**src/design/dol_pkg.sv**
```systemverilog
// Package: constants and carrier types for the output latch control block
package dol_pkg;

  // ----------------------------------------------------------------------
  // Geometry
  // ----------------------------------------------------------------------
  localparam int unsigned DOL_NUM_CH    = 8;
  localparam int unsigned DOL_CH_AW     = 3;
  localparam int unsigned DOL_CODE_W    = 10;
  localparam int unsigned DOL_WORD_W    = 16;

  // ----------------------------------------------------------------------
  // Field positions in a written word
  // ----------------------------------------------------------------------
  localparam int unsigned DOL_TRIG_BIT  = 15;
  localparam int unsigned DOL_CODE_MSB  = 9;

  // ----------------------------------------------------------------------
  // Reset and code values
  // ----------------------------------------------------------------------
  localparam logic [9:0]  DOL_CODE_MID  = 10'h200;
  localparam logic [9:0]  DOL_CODE_MIN  = 10'h000;
  localparam logic [9:0]  DOL_CODE_MAX  = 10'h3ff;
  localparam logic [2:0]  DOL_CH_COM    = 3'h0;

  typedef logic [DOL_CODE_W-1:0] dol_code_t;

  // Completed write from the serial slave
  typedef struct packed {
    logic                 strobe;
    logic [DOL_CH_AW-1:0] chan;
    logic [DOL_WORD_W-1:0] word;
  } dol_wr_s;

  // Cause of an output latch load
  typedef enum logic [1:0] {
    DOL_LD_NONE,
    DOL_LD_ONE,
    DOL_LD_ALL
  } dol_load_e;

endpackage : dol_pkg

```
**src/design/dol_output_latch.sv**
```systemverilog
// Double-buffered storage and output latches for eight converter channels
// -------------------------------------------------------------------------
// -------------------------------------------------------------------------
module dol_output_latch
  import dol_pkg::*;
(
  input  wire logic                      clk_sys_i,
  input  wire logic                      rst_i,
  input  wire logic                      gc_reset_i,
  input  wire logic                      latch_strobe_pin_i,
  input  wire dol_wr_s                   wr_i,
  output dol_code_t [DOL_NUM_CH-1:0]     out_code_o,
  output dol_code_t [DOL_NUM_CH-1:0]     store_code_o,
  output logic                           load_pulse_o
);

  // -----------------------------------------------------------------------
  // Helpers
  // -----------------------------------------------------------------------
  // Extract the converter code; trigger and spare upper bits are dropped
  function automatic dol_code_t word_code(input logic [DOL_WORD_W-1:0] w);
    word_code = w[DOL_CODE_MSB:0];
  endfunction

  // Channel select decode, used for storage and latch paths
  function automatic logic ch_hit(input logic [DOL_CH_AW-1:0] a,
                                  input int unsigned ch);
    ch_hit = (a == DOL_CH_AW'(ch));
  endfunction

  // -----------------------------------------------------------------------
  // Strobe pin synchronisation and edge detection
  // -----------------------------------------------------------------------
  logic strobe_s;
  logic strobe_dly_q;
  logic strobe_fall;

  dol_sync u_sync (
    .clk_sys_i (clk_sys_i),
    .rst_i     (rst_i),
    .d_i       (latch_strobe_pin_i),
    .q_o       (strobe_s)
  );

  // Delayed copy for falling edge; only the synchronised level is used
  always_ff @(posedge clk_sys_i or posedge rst_i)
  begin
    if (rst_i)
      strobe_dly_q <= 1'b1;
    else
      strobe_dly_q <= strobe_s;
  end

  assign strobe_fall = strobe_dly_q & ~strobe_s;

  // -----------------------------------------------------------------------
  // Storage registers
  // -----------------------------------------------------------------------
  dol_code_t [DOL_NUM_CH-1:0] store_q;
  dol_code_t [DOL_NUM_CH-1:0] store_d;
  logic                       soft_trig;

  // Serial slave only strobes after both bytes, so aborted words never land
  assign soft_trig = wr_i.strobe & wr_i.word[DOL_TRIG_BIT];

  // Next storage contents include the word landing this cycle
  always_comb
  begin
    store_d = store_q;
    for (int i = 0; i < DOL_NUM_CH; i++)
    begin
      if (wr_i.strobe && ch_hit(wr_i.chan, i))
        store_d[i] = word_code(wr_i.word);
    end
  end

  // Storage bank; general-call reset restores mid-scale
  always_ff @(posedge clk_sys_i or posedge rst_i)
  begin
    if (rst_i)
      store_q <= {DOL_NUM_CH{DOL_CODE_MID}};
    else if (gc_reset_i)
      store_q <= {DOL_NUM_CH{DOL_CODE_MID}};
    else
      store_q <= store_d;
  end

  // -----------------------------------------------------------------------
  // Output latches
  // -----------------------------------------------------------------------
  dol_load_e load_kind;

  // Global loads win over a single-channel follow load
  always_comb
  begin
    if (soft_trig || strobe_fall)
      load_kind = DOL_LD_ALL;
    else if (wr_i.strobe && !strobe_s)
      load_kind = DOL_LD_ONE;
    else
      load_kind = DOL_LD_NONE;
  end

  // Per-channel latch; loads from store_d so a trigger word counts itself
  generate
    for (genvar g = 0; g < DOL_NUM_CH; g++)
    begin : g_latch
      always_ff @(posedge clk_sys_i or posedge rst_i)
      begin
        if (rst_i)
          out_code_o[g] <= DOL_CODE_MID;
        else if (gc_reset_i)
          out_code_o[g] <= DOL_CODE_MID;
        else
        begin
          case (load_kind)
            DOL_LD_ALL: out_code_o[g] <= store_d[g];
            DOL_LD_ONE:
              if (ch_hit(wr_i.chan, g))
                out_code_o[g] <= store_d[g];
            DOL_LD_NONE: out_code_o[g] <= out_code_o[g];
            default: out_code_o[g] <= out_code_o[g];
          endcase
        end
      end
    end
  endgenerate

  // Storage readback for the serial read path
  always_ff @(posedge clk_sys_i or posedge rst_i)
  begin
    if (rst_i)
      store_code_o <= {DOL_NUM_CH{DOL_CODE_MID}};
    else
      store_code_o <= gc_reset_i ? {DOL_NUM_CH{DOL_CODE_MID}} : store_d;
  end

  // Pulse marking any latch update, for observation
  always_ff @(posedge clk_sys_i or posedge rst_i)
  begin
    if (rst_i)
      load_pulse_o <= 1'b0;
    else
      load_pulse_o <= gc_reset_i | (load_kind != DOL_LD_NONE);
  end

  // -----------------------------------------------------------------------
  // Assertions
  // -----------------------------------------------------------------------
  a_hold_strobe_high:
    assert property (@(posedge clk_sys_i) disable iff (rst_i)
      (strobe_s && !strobe_fall && !soft_trig && !gc_reset_i)
        |=> $stable(out_code_o))
    else $error("Latches changed while strobe held high");

  a_follow_low:
    assert property (@(posedge clk_sys_i) disable iff (rst_i)
      (wr_i.strobe && !strobe_s && !gc_reset_i && wr_i.chan == DOL_CH_COM)
        |=> out_code_o[0] == $past(wr_i.word[DOL_CODE_MSB:0]))
    else $error("Common channel did not follow write with strobe low");

  a_fall_loads_all:
    assert property (@(posedge clk_sys_i) disable iff (rst_i)
      (strobe_fall && !gc_reset_i && !wr_i.strobe) |=> out_code_o == store_q)
    else $error("Strobe fall did not load every latch");

  a_soft_trigger:
    assert property (@(posedge clk_sys_i) disable iff (rst_i)
      (soft_trig && !gc_reset_i) |=> (out_code_o == store_q) && load_pulse_o)
    else $error("Trigger bit did not load all latches");

  a_storage_isolated:
    assert property (@(posedge clk_sys_i) disable iff (rst_i)
      (wr_i.strobe && strobe_s && !strobe_dly_q == 1'b0 && !soft_trig
       && !gc_reset_i) |=> $stable(out_code_o))
    else $error("Storage write leaked to output");

  a_gc_midscale:
    assert property (@(posedge clk_sys_i) disable iff (rst_i)
      gc_reset_i |=> out_code_o == {DOL_NUM_CH{DOL_CODE_MID}}
                     && store_q == {DOL_NUM_CH{DOL_CODE_MID}})
    else $error("General reset did not restore mid-scale");

  a_no_strobe_keep:
    assert property (@(posedge clk_sys_i) disable iff (rst_i)
      (!wr_i.strobe && !gc_reset_i) |=> $stable(store_q))
    else $error("Storage changed without completed word");

  a_code_width:
    assert property (@(posedge clk_sys_i) disable iff (rst_i)
      (wr_i.strobe && !gc_reset_i && wr_i.chan == DOL_CH_COM)
        |=> store_q[0] == $past(wr_i.word[DOL_CODE_MSB:0]))
    else $error("Stored code not taken from low ten bits");

  // A follow load must also be flagged, or the observer misses it
  a_pulse_follow:
    assert property (@(posedge clk_sys_i) disable iff (rst_i)
      (wr_i.strobe && !strobe_s && !gc_reset_i)
        |=> load_pulse_o)
    else $error("Follow load not flagged by load pulse");

  a_trig_self:
    assert property (@(posedge clk_sys_i) disable iff (rst_i)
      (soft_trig && !gc_reset_i && wr_i.chan == DOL_CH_COM)
        |=> out_code_o[0] == $past(wr_i.word[DOL_CODE_MSB:0]))
    else $error("Trigger word not latched without its trigger bit");

endmodule // dol_output_latch

```
**src/design/dol_sync.sv**
```systemverilog
// Two-stage level synchroniser for the latch strobe pin
module dol_sync
  import dol_pkg::*;
(
  input  wire logic clk_sys_i,
  input  wire logic rst_i,
  input  wire logic d_i,
  output logic      q_o
);

  logic meta_q;

  // Reset high: pin idles high so no spurious fall is seen after reset
  always_ff @(posedge clk_sys_i or posedge rst_i)
  begin
    if (rst_i)
    begin
      meta_q <= 1'b1;
      q_o    <= 1'b1;
    end
    else
    begin
      meta_q <= d_i;
      q_o    <= meta_q;
    end
  end

endmodule // dol_sync

```
**config.mk**
```make
export PLATFORM = sky130hd
export DESIGN_NAME = dol_output_latch
export DESIGN_NICKNAME = d
export VERILOG_FILES = /design/src/design/dol_pkg.sv /design/src/design/dol_output_latch.sv /design/src/design/dol_sync.sv
export SDC_FILE = /design/constraint.sdc
export NUM_CORES = 1
export LEC_CHECK = 0
export ABC_AREA = 1
export BUFFER_PORTS_ARGS = -buffer_cell sky130_fd_sc_hd__buf_2
export CAP_MARGIN = 10
export CORE_MARGIN = 1.5
export CORE_UTILIZATION = 50
export CTS_BUF_LIST = sky130_fd_sc_hd__clkbuf_4
export CTS_CLUSTER_SIZE = 25
export DETAILED_ROUTE_END_ITERATION = 6
export HOLD_SLACK_MARGIN = 0.02
export PLACE_DENSITY = 0.83
export SLEW_MARGIN = 0
export SYNTH_ARGS = -nofsm -noshare
export SYNTH_HDL_FRONTEND = slang
export SYNTH_SLANG_ARGS = --single-unit
```
**constraint.sdc**
```tcl
create_clock -name clk_sys_i -period 8.28 [get_ports clk_sys_i]
set_input_delay 1.656 -clock clk_sys_i [delete_from_list [all_inputs] [get_ports clk_sys_i]]
set_output_delay 1.656 -clock clk_sys_i [all_outputs]
set_load 0.1 [all_outputs]
```
==> metrics.md <==
| Metric | Value |
|---|---|
| Result of the run | complete, no violations |
| Number of global-route vias before repair | 6072 |
| Maxcap violations | 0 |
| Count of final hold-check violations | 0 |
| Antenna Nets Post-Route | 0 |
| First drt pass iteration count | 5 |
| Final standard cell count with taps included and fillers excluded | 1169 |
| HPWL after DPL | 13500 µm |
| Most used cell, CP | nand2_1 |
| Post-layout worst setup margin | 4480 ps |
| Final period utilization | 45.9% |
| CTS H-tree depth | 4 |
| Aggregate global routing overflow | 0 |
| Hold path cells | 0 |
| Top Family by Delay on Critical Path | simple AND/OR/NAND/NOR gates |
| Post-synthesis area per instance | 8.69 µm² |
| Cell leakage power | 4.75 nW |
| Post_cts resized | 0 |
| Element type at the critical path start | input port |
| Worst reg2reg path startpoint | u_sync.q_o |
| Setup_tns | 0 ps |
| Ordered list of cells on the worst path | buf_2 -> nand2_1 -> nand2_1 -> nor2_4 -> buf_4 -> nand2_1 -> nand3_1 -> nand2_1 |
| Full die area | 15000 µm² |
| Clock tree from TritonCTS | done |
| Seq/Total Area, Yosys | 58.0% |
| Detailed-route vias per instance | 5.63 |
| Clock Skew | 16.7 ps |
| Total number of vias | 6585 |
| GRT Overall Usage | 27.9% |
| WP buf/inv | 2 |
| IR Drop Worst-Case VDD | 83.3 µV |
| Number of buffers inserted during clock tree synthesis | 17 |
| Final hold slack | 373 ps |
| First-pass GRT wire length | 31600 µm |
| Pin count of the biggest net entering global routing | 102 |
| Pre-CTS WS | 3960 ps |
| Cell at the root of the clock tree | clkbuf_4 |
| Critical path launch point | wr_i[19] |
| # fillers | 1255 |
| Reg2Reg Capture Point | out_code_o[8] |
| Hold Crit Class | register to register |
| Placer congestion estimate | 0.840 |
| Placed cell count | 1136 |
| Worst Hold Path EP | u_sync.q_o |
| Register-to-register path setup slack | 5470 ps |
| Final critical-path required period | 3800 ps |
| Highest cell delay on the worst timing path | 670 ps |
| Arrival time of data at the critical path endpoint | 4270 ps |
| Post-Synthesis Cell Area | 7120 µm² |
| Final setup violating endpoints | 0 |
| Longest Clk Path Bufs | 2 |
| Unrepaired setup endpoints after global routing | no |
| Worst Tran Pin Value | 1020 ps |
| Startpoint of the most critical hold path | u_sync.meta_q |
| Wire per inst | 17.4 µm |
| Req. time, crit path | 8740 ps |
| Most frequent standard cell in the layout excluding fill and tap cells | nand2_1 |
| Number of top-level pins | 185 |
| Floorplan die width | 122 µm |
| Pwr Density | 210 nW/µm² |
| Hold-fix buffer count after cts | 0 |
| Initial Util | 51.3% |
| Area added between synthesis and finish | 18.1% |
| Port-buffer cells | 179 |
| Pins over their slew limit | 0 |
| CP max FO | 51 |
| Number of antenna violations at the first check in global routing | 1 |
| Highest-delay cell along the critical path | nor2_4 |
| Worst-case headroom to the max-slew limit | 31.6% |
| Commonest cells after routing, fill and taps aside | nand2_1, nand3_1, buf_2, dfrtp_1, a21oi_1 |
| Worst-skew pair later-pin latency | 560 ps |
| TritonCTS Sinks | 164 |
| Number of rows in the core area | 43 |
| CTS clock-pin slew for the worst setup and hold paths | 130 ps |
| Synth Net Count | 843 |
| Seq cells post-synth | 164 |
| Count of nets after finishing | 999 |
| Depth of the most critical reg-to-reg path | 8 |
| Post-CTS Repair Setup Buffers | 0 |
| Fmax | 263 MHz |
| Final Routed Wirelength | 20400 µm |
| Die Height | 122 µm |
| Syn. warnings | 0 |
| Number of logic stages on the critical path including buffering | 8 |
| Type of the worst setup path | input port to register |
| Core region area | 13900 µm² |
| Kind of end point of the critical path | register |
| Post-detailed-route DRC marker count | 0 |
| Layout cells sized above 1 | 24.6% |
| Number of different library cells in the post-synthesis netlist | 20 |
| Drt initial violations | 659 |
| Number of standard cells after synthesis | 819 |
[cells by family after synthesis]
kind of cell           count (synthesis)  synth area share, %
DFF                                  164                 58.0
AOI/OAI and AO/OA                     73                 5.13
buffers and inverters                102                 5.83
and+or+nand+nor                      480                 31.1
[power by group]
| group | total (W) | leakage, nW | switching, W | internal (W) |
|---|---|---|---|---|
| registers | 0.000850 | 2.20 | 0.0000167 | 0.000833 |
| logic | 0.000357 | 2.36 | 0.000313 | 0.0000443 |
| clock network | 0.000555 | 0.189 | 0.000273 | 0.000282 |
| total | 0.00176 | 4.75 | 0.000603 | 0.00116 |
[synth_stat cells]
| cell | count | share of area (%) |
|---|---|---|
| a21oi_1 | 72 | 5.1 |
| and2_1 | 36 | 3.2 |
| buf_1 | 9 | 0.47 |
| buf_2 | 8 | 0.56 |
| buf_4 | 6 | 0.63 |
| clkbuf_1 | 22 | 1.2 |
| clkinv_1 | 4 | 0.21 |
| dfrtp_1 | 145 | 51 |
| dfstp_2 | 19 | 7.0 |
| inv_1 | 50 | 2.6 |
| inv_2 | 3 | 0.16 |
| nand2_1 | 228 | 12 |
| nand2_2 | 2 | 0.18 |
| nand3_1 | 179 | 13 |
| nand3_2 | 2 | 0.28 |
| nand4_1 | 26 | 2.3 |
| nor2_1 | 4 | 0.21 |
| nor2_2 | 2 | 0.18 |
| nor2_4 | 1 | 0.16 |
| o21ai_0 | 1 | 0.070 |
[stage by stage]
stage	total power (W)	utilization, %	area [µm²]
after floorplan	0.00115	-	7120
final	0.00176	60.6	8410
after CTS	0.00177	60.6	8410
after global routing	0.00182	60.6	8410
after global placement	0.00122	58.1	8070
after detailed placement	0.00122	58.1	8070
[routing by layer]
layer  GRT usage [%]  routed length (µm)
met2            42.6                9570
met1            38.6                8460
met5               0                   0
met3            5.81                1700
met4            12.2                 658
[worst max-delay path by stage]
stage,end,slack (ps)
after floorplan,load_pulse_o,2220
after global placement,out_code_o[45],3970
after detailed placement,out_code_o[1],3960
after CTS,out_code_o[45],4530
after global routing,out_code_o[1],4320
final,out_code_o[8],4480
[sequential cells by signal (all words and copies together) (netlist names)]
| signal | count |
|---|---|
| u_sync.q_o | 1 |
| strobe_dly_q | 1 |
| out_code_o | 80 |
| load_pulse_o | 1 |
| u_sync.meta_q | 1 |
| store_code_o | 80 |
[area by class of cell]
class | count | area, µm² | area share (%)
Timing Repair Buffer | 182 | 918 | 10.9
Sequential cell | 164 | 4130 | 49.1
Multi-Input combinational cell | 553 | 2580 | 30.6
Clock inverter | 11 | 183 | 2.17
Antenna cell | 1 | 2.50 | 0.0298
Clock buffer | 21 | 158 | 1.87
Inverter | 57 | 219 | 2.60
Tap cell | 180 | 225 | 2.68
(Power assumes the default switching activity.)
